## src/rtl/ipr_pkg.sv

```systemverilog
// shared constants for the interrupt priority and reset block
package ipr_pkg;
	localparam int SRC_TOTAL = 18;
	localparam int MASKABLE_COUNT = 15;
	localparam int PERIPH_COUNT = 14;
	localparam int ID_W = 5;
	localparam int SEL_W = 4;
	// slot of the external request pin among the maskable sources
	localparam logic [3:0] EXT_IRQ_SLOT = 4'h5;
	localparam logic [3:0] PROMOTED_RESET = 4'h5;
	localparam logic [3:0] NO_PROMOTION = 4'hF;
	localparam logic EDGE_MODE_RESET = 1'h0;
	localparam logic CCR_I_RESET = 1'h1;
	localparam logic CCR_X_RESET = 1'h1;
	// identities of the three sources that the global mask cannot block
	localparam logic [4:0] ID_SWI = 5'h0F;
	localparam logic [4:0] ID_ILLEGAL_OP = 5'h10;
	localparam logic [4:0] ID_XIRQ = 5'h11;
	localparam int CLK_PERIOD_NS = 20;
	localparam int RESET_DRIVE_NS = 4000;
	localparam int RESET_DRIVE_CYCLES_INT = (RESET_DRIVE_NS + CLK_PERIOD_NS - 1) / CLK_PERIOD_NS;
	localparam logic [7:0] RESET_DRIVE_CYCLES = RESET_DRIVE_CYCLES_INT[7:0];
endpackage

```

## src/rtl/ipr_flag_if.sv

```systemverilog
// carrier between the controller and its sticky status flags
`timescale 1ns/1ps
`default_nettype none
interface ipr_flag_if;
	import ipr_pkg::*;
	logic [MASKABLE_COUNT-1:0] setVec;
	logic [MASKABLE_COUNT-1:0] clrVec;
	logic [MASKABLE_COUNT-1:0] flags;
	modport ctrl (output setVec, output clrVec, input flags);
	modport bank (input setVec, input clrVec, output flags);
endinterface
`default_nettype wire

```

## src/rtl/ipr_flag_bank.sv

```systemverilog
// sticky interrupt status flags, set by events and cleared by software
`timescale 1ns/1ps
`default_nettype none
module ipr_flag_bank
	import ipr_pkg::*;
(
	input wire logic core_clk,
	input wire logic rst,
	ipr_flag_if.bank fl
);
	logic [MASKABLE_COUNT-1:0] flags_reg;
	logic [MASKABLE_COUNT-1:0] flags_next;

	// set wins over clear so an event in the clearing cycle is kept
	assign flags_next = (flags_reg & ~fl.clrVec) | fl.setVec;
	assign fl.flags = flags_reg;

	always_ff @(posedge core_clk or posedge rst) begin
		if (rst) begin
			flags_reg <= '0;
		end else begin
			flags_reg <= flags_next;
		end
	end
endmodule
`default_nettype wire

```

## src/rtl/ipr_controller.sv

```systemverilog
// interrupt collection, prioritisation and reset output for the cpu core
`timescale 1ns/1ps
`default_nettype none
module ipr_controller
	import ipr_pkg::*;
(
	input wire logic core_clk,
	input wire logic rst,
	input wire logic [PERIPH_COUNT-1:0] periphEvent,
	input wire logic [PERIPH_COUNT-1:0] periphClear,
	input wire logic extIrqN,
	input wire logic extIrqClear,
	input wire logic xirqN,
	input wire logic swiReq,
	input wire logic illegalOpReq,
	input wire logic ccrWrite,
	input wire logic ccrIIn,
	input wire logic ccrXIn,
	output logic ccrI,
	output logic ccrX,
	input wire logic prioWrite,
	input wire logic [SEL_W-1:0] prioData,
	output logic [SEL_W-1:0] promotedSource,
	input wire logic edgeWrite,
	input wire logic edgeIn,
	output logic irqEdgeMode,
	output logic [MASKABLE_COUNT-1:0] pendingFlags,
	output logic irqValid,
	output logic [ID_W-1:0] irqId,
	output logic irqNonMaskable,
	input wire logic copFail,
	input wire logic clockFail,
	input wire logic resetPinIn,
	output logic resetPinOut,
	output logic resetPinOe,
	output logic internalReset
);
	// ******************************
	// helpers
	// ******************************
	function automatic logic [3:0] firstSet(input logic [MASKABLE_COUNT-1:0] v);
		logic [3:0] idx;
		idx = 4'h0;
		for (int k = MASKABLE_COUNT - 1; k >= 0; k--) begin
			if (v[k]) begin
				idx = 4'(k);
			end
		end
		return idx;
	endfunction

	// ******************************
	// control state
	// ******************************
	logic ccrI_reg;
	logic ccrI_next;
	logic ccrX_reg;
	logic ccrX_next;
	logic [SEL_W-1:0] prio_reg;
	logic [SEL_W-1:0] prio_next;
	logic edge_reg;
	logic edge_next;
	logic extPrev_reg;
	logic [7:0] drive_reg;
	logic [7:0] drive_next;

	// x may be cleared by software but only reset sets it again
	assign ccrI_next = ccrWrite ? ccrIIn : ccrI_reg;
	assign ccrX_next = ccrWrite ? (ccrX_reg & ccrXIn) : ccrX_reg;
	// writes with the mask open are dropped so the ranking cannot shift mid-service
	assign prio_next = (prioWrite && ccrI_reg) ? prioData : prio_reg;
	assign edge_next = edgeWrite ? edgeIn : edge_reg;

	always_ff @(posedge core_clk or posedge rst) begin
		if (rst) begin
			ccrI_reg <= CCR_I_RESET;
			ccrX_reg <= CCR_X_RESET;
			prio_reg <= PROMOTED_RESET;
			edge_reg <= EDGE_MODE_RESET;
			extPrev_reg <= 1'h1;
			drive_reg <= 8'h00;
		end else begin
			ccrI_reg <= ccrI_next;
			ccrX_reg <= ccrX_next;
			prio_reg <= prio_next;
			edge_reg <= edge_next;
			extPrev_reg <= extIrqN;
			drive_reg <= drive_next;
		end
	end

	assign ccrI = ccrI_reg;
	assign ccrX = ccrX_reg;
	assign promotedSource = prio_reg;
	assign irqEdgeMode = edge_reg;

	// ******************************
	// status flags
	// ******************************
	ipr_flag_if fl ();
	wire extFall = extPrev_reg & ~extIrqN;
	wire extEdgeSet = edge_reg & extFall;

	assign fl.setVec = {periphEvent[13:5], extEdgeSet, periphEvent[4:0]};
	assign fl.clrVec = {periphClear[13:5], extIrqClear, periphClear[4:0]};

	ipr_flag_bank u_flags (
		.core_clk(core_clk),
		.rst(rst),
		.fl(fl.bank)
	);

	assign pendingFlags = fl.flags;

	// ******************************
	// prioritisation
	// ******************************
	logic [MASKABLE_COUNT-1:0] maskReq;
	always_comb begin
		maskReq = fl.flags;
		// level mode follows the pin itself so wired-or sharers keep it asserted
		maskReq[EXT_IRQ_SLOT] = edge_reg ? fl.flags[EXT_IRQ_SLOT] : ~extIrqN;
	end

	wire [MASKABLE_COUNT-1:0] maskGated = ccrI_reg ? '0 : maskReq;
	wire xirqReq = ~xirqN & ~ccrX_reg;
	wire [MASKABLE_COUNT-1:0] nmVec = {12'h000, xirqReq, illegalOpReq, swiReq};
	wire nmAny = |nmVec;
	wire [3:0] nmIdx = firstSet(nmVec);
	wire promValid = (prio_reg != NO_PROMOTION) && maskGated[prio_reg];
	wire [3:0] mkIdx = promValid ? prio_reg : firstSet(maskGated);

	assign irqNonMaskable = nmAny;
	assign irqValid = nmAny | (|maskGated);
	assign irqId = nmAny ? (ID_SWI + {3'h0, nmIdx[1:0]}) : {1'h0, mkIdx};

	// ******************************
	// reset output
	// ******************************
	wire faultSeen = copFail | clockFail;
	assign drive_next = faultSeen ? RESET_DRIVE_CYCLES : (drive_reg != 8'h00 ? drive_reg - 8'h01 : 8'h00);
	assign resetPinOe = (drive_reg != 8'h00);
	assign resetPinOut = 1'h0;
	// an external low on the pin resets the core just as our own drive does
	assign internalReset = resetPinOe | ~resetPinIn;
endmodule
`default_nettype wire

```

## config.mk

```make
export PLATFORM = sky130hd
export DESIGN_NAME = ipr_controller
export DESIGN_NICKNAME = d
export VERILOG_FILES = /design/src/rtl/ipr_pkg.sv /design/src/rtl/ipr_flag_if.sv /design/src/rtl/ipr_flag_bank.sv /design/src/rtl/ipr_controller.sv
export SDC_FILE = /design/constraint.sdc
export NUM_CORES = 1
export LEC_CHECK = 0
export BUFFER_PORTS_ARGS = -buffer_cell sky130_fd_sc_hd__buf_2
export CAP_MARGIN = 20
export CORE_MARGIN = 3
export CORE_UTILIZATION = 42
export CTS_BUF_LIST = sky130_fd_sc_hd__clkbuf_4 sky130_fd_sc_hd__clkbuf_8 sky130_fd_sc_hd__clkbuf_16
export CTS_CLUSTER_DIAMETER = 30
export DETAILED_ROUTE_END_ITERATION = 10
export PLACE_DENSITY = 0.85
export SLEW_MARGIN = 20
export SYNTH_ARGS = -nofsm -noshare
export SYNTH_HDL_FRONTEND = slang
export SYNTH_SLANG_ARGS = --single-unit
export TNS_END_PERCENT = 20
```

## constraint.sdc

```tcl
create_clock -name core_clk -period 1.9 [get_ports core_clk]
set_clock_uncertainty 0.15 [all_clocks]
set_input_delay 0.095 -clock core_clk [delete_from_list [all_inputs] [get_ports core_clk]]
set_output_delay 0.095 -clock core_clk [all_outputs]
set_load 0.05 [all_outputs]
```

==> results of run 1 <==
## what timing repair did
| item | in CTS | in global routing |
|---|---|---|
| pin swaps | 2 | 3 |
| hold buffers | 43 | 0 |
| cloned | 0 | 0 |
| hold endpoints to repair | 52 | 0 |
| setup buffers | 1 | 1 |
| setup endpoints to repair | 9 | 14 |
| resized for setup | 19 | 6 |
## cells by family (layout without fill, tap and decap cells)
kind of cell	after synthesis	count (layout)	share of synthesized area (%)
other	1	1	0.221
multiplexers	10	10	7.80
AO/OA/AOI/OAI	43	43	19.4
AND/OR/NAND/NOR	54	54	14.9
XOR/XNOR	5	5	2.58
flip-flops	31	31	46.0
adder cells (fa/ha/maj)	3	3	2.21
buffers and inverters	26	185	6.99
## power by group through the flow
stage / Combinational, uW / Clock (uW) / Sequential [uW]
6_report: 893 / 524 / 787
5_1_grt: 949 / 572 / 792
4_1_cts: 835 / 534 / 781
3_5_place_dp: 725 / 0 / 788
3_3_place_gp: 715 / 0 / 784
2_1_floorplan: 312 / 0 / 954
## final timing paths
kind,end,slack [ns],depth (start not counted)
hold / removal,drive_reg[1]$_DFF_PP0_,0.04,4
hold reg to reg,drive_reg[7]$_DFF_PP0_,0.40,2
setup / recovery,irqId[2],-0.79,6
setup reg to reg,drive_reg[2]$_DFF_PP0_,0.10,7
min in group asynchronous,u_flags.fl.flags[0]$_DFF_PP0_,0.28,4
max in group asynchronous,promotedSource[0]$_DFFE_PP1P_,0.99,4
## Yosys cell counts (all sizes together), types with 2 or more instances
library cell and n:
inv 23, a21o 12, mux4 2, o31ai 2, nand2 13, dfstp 5, nor3 6, buf 2
o21ai 7, mux2i 2, mux2 6, nor2 22, o21bai 2, xnor2 3, o2111ai 2, nand3b 2
nor4 3, a211oi 3, a21oi 5, dfrtp 26, xor2 2, ha 3, nand3 2, nand2b 3
## metrics by stage
stage | std cells | instance area [um2] | hold slack, ns | total power (uW) | TNS, ns
after floorplan | 173 | 1750 | -0.0505 | 1270 | -2.51
after global placement | 327 | 2400 | 0.0403 | 1500 | -1.47
after detailed placement | 327 | 2400 | 0.0432 | 1510 | -1.56
after CTS | 379 | 3000 | 0.0247 | 2150 | -2.71
after global routing | 380 | 3040 | 0.0640 | 2310 | -3.52
final | 380 | 3040 | 0.0398 | 2200 | -3.00
## worst max-delay path: cells and delay by family (launching register included)
kind	cells	cell delay, ns
buf+inv	1	0.19
compound gates	3	0.74
flops	1	0.62
mux	1	0.54
simple gates	1	0.06
## metal layers
layer	vias up	share of wire, %
met5	-	0
met4	0	2.4
met3	20	6.5
met2	104	53
met1	919	38
li1	910	-
## layout make-up
type / instances / area (um2) / share of cell area (%)
clock buffers: 7 / 83.8 / 2.76
clock inverters: 1 / 5.00 / 0.165
inverters: 23 / 86.3 / 2.84
multi-input cells: 116 / 912 / 30.0
flip-flops and latches: 31 / 787 / 25.9
well taps: 48 / 60.1 / 1.98
repair buffers: 154 / 1100 / 36.4
==> key figures, run 1 <==
Outcome
  – Status: complete, but fails checks
  – Failing checks: negative setup slack

Synthesis
  – Yosys reg bits: 31
  – Post-synth top area share: 38.3%
  – Largest cells by area after synthesis: dfrtp_1 (38%), dfstp_2 (7.7%), a21o_1 (5.3%), inv_1 (5.1%), nor2_1 (4.9%)
  – Dominant synthesized flop cell: dfrtp_1
  – Post-synth cell types: 44
  – Ys Warns: 0
  – Async S/R FF share, synth: 100%
  – Part of the Yosys area used for sequential elements: 46.0%
  – EDFF count, synth: 0
  – Mapped Cells: 173
  – Synthesized area per cell: 9.83 um2
  – Synthesized area: 1700 um2
  – Syn nets: 224
  – Synth area leader: dfrtp_1

Placement
  – Port Buf Inserts: 78
  – DP Wirelength: 3600 um
  – Placer Congestion: 0.855
  – DP Worst Slack: -0.557 ns

Worst setup path
  – Worst Path Max Fanout: 6
  – Max stage delay on crit path: 0.62 ns
  – WP data required: 1.65 ns
  – Setup CP Type: reg -> out
  – Critical R2R Launch: drive_reg[5]$_DFF_PP0_
  – Crit path launch: promotedSource[2]$_DFFE_PP1P_
  – CP startpoint kind: register
  – CP Cell Sequence: mux4_2 > o2111ai_4 > o311a_4 > nor3_2 > a311oi_4 > buf_6
  – Worst EP arrival: 2.45 ns
  – Worst Setup End Kind: output port
  – Slowest cell on crit path: dfstp_4

Finish
  – Max reg flops: 15
  – Fillcell total: 221
  – Ratio of cells with drive above 1 in the final layout: 45.2%
  – # nets final: 382
  – Most frequent cells in the layout: buf_2 (71), dlygate4sd3_1 (43), buf_4 (36)
  – N_diodes: 0
  – Most common cell after layout, fill and taps aside: buf_2
  – Core Util, Final: 80.6%
  – Synth-to-Final Area Change: 78.7%

Routing
  – DR iter-0 viols: 129
  – Vias: 1953
  – ANT nets after route: 0
  – Total Wirelength: 6190 um
  – Via density per instance: 5.14
  – Drt pass-1 iters: 4
  – Residual DRC count: 0
  – Routed len/inst: 16.3 um

Worst hold path
  – Worst Hold Class: in -> reg
  – Hold_sp: clockFail

Power and ir drop
  – Switching Fraction: 36.5%
  – Clock share of power: 23.7%
  – P_leak: 0.00145 uW
  – Power share of the combinational group: 40.5%
  – Sequential share of power: 35.7%
  – P per Cell Area: 725 nW/um2
  – Max IR drop VDD: 585 uV
  – Net Sw Power: 804 uW
  – P_int: 1400 uW

Timing
  – RSZ-0062 raised after global routing: true
  – Max-slew violations: 0
  – Finish-stage setup viols: 7
  – FMAX: 0.372 GHz
  – Final hold violations: 0
  – Final worst-path cycle share: 142%
  – Worst setup margin: -0.791 ns
  – Period minus WS final: 2.69 ns

Clocking
  – Clock buffer count from CTS: 5
  – Clock transition at path regs: 0.07 ns
  – Max H-tree Level: 2
  – CTS tree: done
  – Maximum clock path buffer count: 2
  – Clock latency at the later pin of the worst-skew pair: 0.28 ns
  – Root buf cell: clkbuf_8
  – Clk sink count: 31

Global route
  – Vias in the first global route: 2095
  – Global-route layer with the greatest usage: met2
  – Initial antenna violation count: 0
  – M2 GR Usage: 45.6%
  – GRT overflow: 0
  – Aggregate global-route resource usage: 26.0%
  – Met1 usage in global routing: 30.8%
  – First-pass GRT wire length: 10000 um
  – Largest net degree at the start of global routing: 32
  – Met3 usage: 5.80%

Floorplanning
  – Die Y: 69.6 um
  – DIE WIDTH: 69.6 um
  – Row count: 22
  – Die area: 4850 um2
  – IO Count: 80
  – Starting Density: 45.1%
  – Core area: 3770 um2

Job
  – Max cap viols: 0
(Power assumes the default switching activity.)
==> run 2, diff against run 1 <==
--- a/constraint.sdc
+++ b/constraint.sdc
@@ -3,3 +3,3 @@
 set_input_delay 0.095 -clock core_clk [delete_from_list [all_inputs] [get_ports core_clk]]
 set_output_delay 0.095 -clock core_clk [all_outputs]
-set_load 0.05 [all_outputs]
+set_load 0.02 [all_outputs]
==> run 2 against run 1 <==
The flow still finishes with violations (negative setup slack); largest cell class unchanged; critical endpoint unchanged; non-clock buffer count down 10; design area shrank 5.3%; worst hold slack improved by 0.010 ns; critical path depth is the same; sequential power shrank 0.6%; setup slack improved by 0.14 ns.
==> key figures, run 2 (synthesis results as in run 1) <==
Worst setup path
  – Worst EP arrival: 2.31 ns (was 2.45 ns)
  – R2r worst-path depth: 7 (unchanged)
  – Reg2reg end: drive_reg[4]$_DFF_PP0_ (was drive_reg[2]$_DFF_PP0_)
  – Critical R2R Launch: drive_reg[5]$_DFF_PP0_ (unchanged)
  – Worst Path Max Fanout: 6 (unchanged)
  – Max stage delay on crit path: 0.55 ns (was 0.62 ns)
  – CP startpoint kind: register (unchanged)
  – End of the critical path: irqId[2] (unchanged)
  – WP data required: 1.65 ns (about the same)
  – R2R Setup Slk: 0.20 ns (was 0.10 ns)
  – Worst Setup End Kind: output port (unchanged)
  – Slowest cell on crit path: dfstp_2 (was dfstp_4)
  – CP Cell Sequence: mux4_2 > o2111ai_2 > o311a_4 > nor3_2 > a311oi_2 > buf_4 (was mux4_2 > o2111ai_4 > o311a_4 > nor3_2 > a311oi_4 > buf_6)
  – Setup CP Type: reg -> out (unchanged)
  – Crit path launch: promotedSource[2]$_DFFE_PP1P_ (unchanged)

Routing
  – Drt pass-1 iters: 4 (unchanged)
  – Via density per instance: 5.11 (was 5.14)
  – DR iter-0 viols: 108 (was 129)
  – Total Wirelength: 5770 um (was 6190 um)
  – Routed len/inst: 15.6 um (was 16.3 um)
  – Residual DRC count: 0 (unchanged)
  – ANT nets after route: 0 (unchanged)
  – Vias: 1896 (was 1953)

Timing
  – FMAX: 0.391 GHz (was 0.372 GHz)
  – Worst setup margin: -0.655 ns (was -0.791 ns)
  – Max-slew violations: 0 (unchanged)
  – Final hold violations: 0 (unchanged)
  – WHS: 0.0502 ns (was 0.0398 ns)
  – RSZ-0062 raised after global routing: true (unchanged)
  – Final worst-path cycle share: 134% (was 142%)
  – Finish-stage setup viols: 6 (was 7)
  – Period minus WS final: 2.55 ns (was 2.69 ns)

Finish
  – Multi-input gate area: 857 um2 (was 912 um2)
  – Synth-to-Final Area Change: 69.3% (was 78.7%)
  – # nets final: 372 (was 382)
  – Ratio of cells with drive above 1 in the final layout: 42.9% (was 45.2%)
  – Most frequent cells in the layout: buf_2 (75), dlygate4sd3_1 (42), dfrtp_1 (26), buf_4 (26), inv_1 (23) (was buf_2 (71), dlygate4sd3_1 (43), buf_4 (36))
  – Storage cell area: 782 um2 (was 787 um2)
  – Cell Count, Final, Fillers Out: 371 (was 380)
  – Max reg flops: 15 (unchanged)
  – Most common cell after layout, fill and taps aside: buf_2 (unchanged)
  – Fillcell total: 238 (was 221)

Global route
  – Vias in the first global route: 2022 (was 2095)
  – Met1 usage in global routing: 27.2% (was 30.8%)
  – Aggregate global-route resource usage: 24.8% (was 26.0%)
  – M2 GR Usage: 45.4% (was 45.6%)
  – Met3 usage: 5.94% (was 5.80%)
  – Initial antenna violation count: 1 (was 0)
  – Global-route layer with the greatest usage: met2 (unchanged)
  – Largest net degree at the start of global routing: 32 (unchanged)
  – GRT overflow: 0 (unchanged)
  – First-pass GRT wire length: 9580 um (was 10000 um)

Floorplanning
  – Starting Density: 45.1% (unchanged)
  – Die Y: 69.6 um (unchanged)
  – DIE WIDTH: 69.6 um (unchanged)
  – IO Count: 80 (unchanged)
  – Row count: 22 (unchanged)
  – Die area: 4850 um2 (unchanged)
  – Core area: 3770 um2 (unchanged)

Placement
  – Port Buf Inserts: 78 (unchanged)
  – DP Wirelength: 3620 um (was 3600 um)
  – Placer Congestion: 0.936 (was 0.855)
  – Placed insts: 316 (was 327)

Power and ir drop
  – P per Cell Area: 689 nW/um2 (was 725 nW/um2)
  – Pwr Total: 1990 uW (was 2200 uW)
  – Max IR drop VDD: 501 uV (was 585 uV)
  – P_leak: 0.00137 uW (was 0.00145 uW)

Worst hold path
  – Worst Hold Class: in -> reg (unchanged)

Outcome
  – Failing checks: negative setup slack (unchanged)
  – Status: complete, but fails checks (unchanged)

Job
  – Max cap viols: 0 (unchanged)

Clocking
  – Max H-tree Level: 2 (unchanged)
  – Clock transition at path regs: 0.07 ns (about the same)
  – Clock buffer count from CTS: 5 (unchanged)
  – Root buf cell: clkbuf_8 (unchanged)
  – Maximum clock path buffer count: 2 (unchanged)
  – CTS tree: done (unchanged)
  – Clk sink count: 31 (unchanged)
  – Clock latency at the later pin of the worst-skew pair: 0.28 ns (about the same)
-- run 2: worst min path at each step --
| stage | to | slack (ns) | from | cells after the start |
|---|---|---|---|---|
| after global placement | irqEdgeMode$_DFFE_PP0P_ | 0.04 | rst | 3 |
| after floorplan | extPrev_reg$_DFF_PP1_ | -0.05 | extIrqN | 0 |
| after CTS | drive_reg[5]$_DFF_PP0_ | 0.04 | clockFail | 4 |
| after detailed placement | irqEdgeMode$_DFFE_PP0P_ | 0.04 | rst | 3 |
| final | drive_reg[5]$_DFF_PP0_ | 0.05 | clockFail | 4 |
| after global routing | drive_reg[5]$_DFF_PP0_ | 0.05 | clockFail | 4 |
-- run 2: metrics by stage --
stage	worst slack [ns]	TNS [ns]	area [um2]	utilization, %
finish	-0.655	-2.22	2880	76.3
global route	-0.728	-2.82	2880	76.3
CTS	-0.630	-2.17	2850	75.7
detailed placement	-0.342	-0.967	2270	60.3
global placement	-0.290	-0.771	2270	60.3
floorplan	-0.379	-1.17	1710	-
-- run 2: worst max-delay path: cells and delay by family (launching register included) --
kind                   cells  cell delay, ns
flip-flops                 1            0.55
AO/OA/AOI/OAI              3            0.74
multiplexers               1            0.50
buffers and inverters      1            0.19
AND/OR/NAND/NOR            1            0.05
-- run 2: power by group --
part | switching (uW) | leakage (uW) | internal, uW
clock | 258 | 0.0000402 | 254
combinational | 337 | 0.000984 | 354
sequential | 61.0 | 0.000346 | 721
total | 656 | 0.00137 | 1330
-- run 2: routing by layer --
layer | wire [um] | part of all wire, %
met1 | 2170 | 38
met2 | 3030 | 52
met3 | 364 | 6.3
met4 | 207 | 3.6
met5 | 0 | 0
-- run 2: repair_timing --
action,in CTS,in global routing
cloned,0,0
hold endpoints to repair,52,0
gates resized for setup,9,5
setup buffers,4,0
hold buffers,42,0
pin swaps,4,2
endpoints found under the setup margin,7,8
-- run 2: area by class of cell --
cell class                 instances  share of cell area (%)
sequential                        31                    27.2
clock inverter                     3                   0.695
inverter                          23                    3.00
antenna                            1                  0.0869
tap                               48                    2.09
clock buffer                       5                    2.39
timing repair buffer             144                    34.8
multi-input combinational        116                    29.8
==> run 3, diff against run 2 <==
SETUP_SLACK_MARGIN = 0.5   (was unset)
==> run 3 against run 2 <==
The run still ends with negative setup slack left; via count is 4.7% higher; worst hold slack better by 0.072 ns; maximum frequency is 1.9% lower; non-clock buffer count is 2 higher; final cell count is 0.27% higher; die area stayed put; critical path type unchanged.
==> key figures, run 3 (synthesis results as in run 1) <==
Job
  – Max cap viols: 0 (unchanged)

Timing
  – WHS: 0.122 ns (was 0.0502 ns)
  – RSZ-0062 raised after global routing: true (unchanged)
  – Period minus WS final: 2.60 ns (was 2.55 ns)
  – Final worst-path cycle share: 137% (was 134%)
  – Setup TNS: -2.38 ns (was -2.22 ns)
  – Worst setup margin: -0.705 ns (was -0.655 ns)
  – Finish-stage setup viols: 4 (was 6)
  – Final hold violations: 0 (unchanged)
  – FMAX: 0.384 GHz (was 0.391 GHz)
  – Max-slew violations: 0 (unchanged)

Clocking
  – Clock transition at path regs: 0.06 ns (was 0.07 ns)
  – Clk sink count: 31 (unchanged)
  – Maximum clock path buffer count: 2 (unchanged)
  – Clock buffer count from CTS: 5 (unchanged)
  – Clock latency at the later pin of the worst-skew pair: 0.29 ns (was 0.28 ns)
  – Max H-tree Level: 2 (unchanged)
  – Root buf cell: clkbuf_8 (unchanged)
  – CTS tree: done (unchanged)

Floorplanning
  – Starting Density: 45.1% (unchanged)
  – DIE WIDTH: 69.6 um (unchanged)
  – Row count: 22 (unchanged)
  – IO Count: 80 (unchanged)
  – Core area: 3770 um2 (unchanged)
  – Die Y: 69.6 um (unchanged)
  – Die area: 4850 um2 (unchanged)

Worst hold path
  – Worst Hold Class: in -> reg (unchanged)

Worst setup path
  – R2R Setup Slk: 0.27 ns (was 0.20 ns)
  – Setup CP Type: reg -> out (unchanged)
  – Reg2reg end: drive_reg[0]$_DFF_PP0_ (was drive_reg[4]$_DFF_PP0_)
  – R2r worst-path depth: 7 (unchanged)
  – Worst Path Max Fanout: 6 (unchanged)
  – End of the critical path: irqId[2] (unchanged)
  – Worst EP arrival: 2.36 ns (was 2.31 ns)
  – CP startpoint kind: register (unchanged)
  – Delay-heaviest family, CP: compound AO/OA/AOI/OAI gates (unchanged)
  – CP Buf/Inv Count: 1 (unchanged)
  – Worst Setup End Kind: output port (unchanged)
  – Crit path launch: promotedSource[2]$_DFFE_PP1P_ (unchanged)
  – CP Cell Sequence: mux4_2 > o2111ai_4 > o311a_4 > nor3_2 > a311oi_2 > buf_4 (was mux4_2 > o2111ai_2 > o311a_4 > nor3_2 > a311oi_2 > buf_4)
  – Critical R2R Launch: drive_reg[5]$_DFF_PP0_ (unchanged)
  – Number of stages on the worst setup path: 6 (unchanged)
  – Slowest cell on crit path: dfstp_2 (unchanged)
  – Max stage delay on crit path: 0.54 ns (was 0.55 ns)
  – WP data required: 1.65 ns (about the same)

Finish
  – Synth-to-Final Area Change: 78.2% (was 69.3%)
  – Most common cell after layout, fill and taps aside: buf_2 (unchanged)
  – # nets final: 374 (was 372)
  – N_diodes: 0 (was 1)
  – Most frequent cells in the layout: buf_2 (69), dlygate4sd3_1 (42), buf_4 (26) (was buf_2 (75), dlygate4sd3_1 (42), dfrtp_1 (26), buf_4 (26), inv_1 (23))
  – Cell Count, Final, Fillers Out: 372 (was 371)
  – Design Area, Final: 3030 um2 (was 2880 um2)
  – Ratio of cells with drive above 1 in the final layout: 47.8% (was 42.9%)
  – Max reg flops: 15 (unchanged)

Power and ir drop
  – Max IR drop VDD: 535 uV (was 501 uV)
  – P_leak: 0.00143 uW (was 0.00137 uW)
  – P per Cell Area: 684 nW/um2 (was 689 nW/um2)

Placement
  – Placer Congestion: 0.884 (was 0.936)
  – Port Buf Inserts: 78 (unchanged)
  – DP Worst Slack: -0.310 ns (was -0.342 ns)
  – Area after DPL: 2300 um2 (was 2270 um2)
  – DP Wirelength: 3610 um (was 3620 um)
  – Placed insts: 319 (was 316)

Global route
  – First-pass GRT wire length: 9720 um (was 9580 um)
  – GRT overflow: 0 (unchanged)
  – Largest net degree at the start of global routing: 32 (unchanged)
  – Initial antenna violation count: 0 (was 1)
  – Vias in the first global route: 2123 (was 2022)
  – Aggregate global-route resource usage: 25.1% (was 24.8%)

Outcome
  – Failing checks: negative setup slack (unchanged)
  – Status: complete, but fails checks (unchanged)

Routing
  – Residual DRC count: 0 (unchanged)
  – Vias: 1985 (was 1896)
  – DR iter-0 viols: 114 (was 108)
  – Drt pass-1 iters: 4 (unchanged)
  – Total Wirelength: 6570 um (was 5770 um)
  – Via density per instance: 5.34 (was 5.11)
  – Routed len/inst: 17.7 um (was 15.6 um)
  – ANT nets after route: 0 (unchanged)
## run 3: worst register-to-register path: cells and delay by family, from the launching register on
| family | cells | cell delay [ns] |
|---|---|---|
| buf+inv | 1 | 0.04 |
| flops | 1 | 0.43 |
| simple gates | 6 | 0.90 |
## run 3: timing repair
action | 4_1_cts | 5_1_grt
gates resized for setup | 28 | 24
buffers inserted | 0 | 3
pin swaps | 13 | 7
hold buffers | 42 | 0
endpoints found under the hold margin | 55 | 0
endpoints found under the setup margin | 19 | 21
## run 3: where the power goes
group	internal [uW]	switching [uW]	leakage (uW)
Combinational	380	373	0.00103
Clock	285	242	0.0000491
Sequential	723	70.3	0.000345
## run 3: metal layers
| layer | track usage, % | vias to the layer above | share of wire, % |
|---|---|---|---|
| met4 | 9.79 | 0 | 3.6 |
| met1 | 27.4 | 958 | 36 |
| met5 | 0 | - | 0 |
| met2 | 46.4 | 99 | 54 |
| li1 | - | 895 | - |
| met3 | 6.23 | 33 | 6.1 |
## run 3: final cells by class
cell class	instances	area [um2]
Tap cell	48	60.1
Clock buffer	7	83.8
Sequential cell	31	783
Clock inverter	1	5.00
Fill cell	203	741
Multi-Input combinational cell	116	947
Inverter	23	88.8
Timing Repair Buffer	146	1060
## run 3: worst min path at each step
stage,start,cells past startpoint,slack (ns),end
after floorplan,extIrqN,0,-0.05,extPrev_reg$_DFF_PP1_
after global placement,rst,3,0.04,irqEdgeMode$_DFFE_PP0P_
after detailed placement,rst,3,0.05,irqEdgeMode$_DFFE_PP0P_
after CTS,prioWrite,3,0.11,promotedSource[1]$_DFFE_PP0P_
after global routing,prioWrite,3,0.14,promotedSource[1]$_DFFE_PP0P_
final,prioWrite,3,0.12,promotedSource[1]$_DFFE_PP0P_
## run 3: metrics by stage
step,power (uW),utilization [%]
floorplan,1110,-
global placement,1320,60.9
detailed placement,1340,60.9
CTS,1950,76.5
global route,2150,80.4
finish,2070,80.4
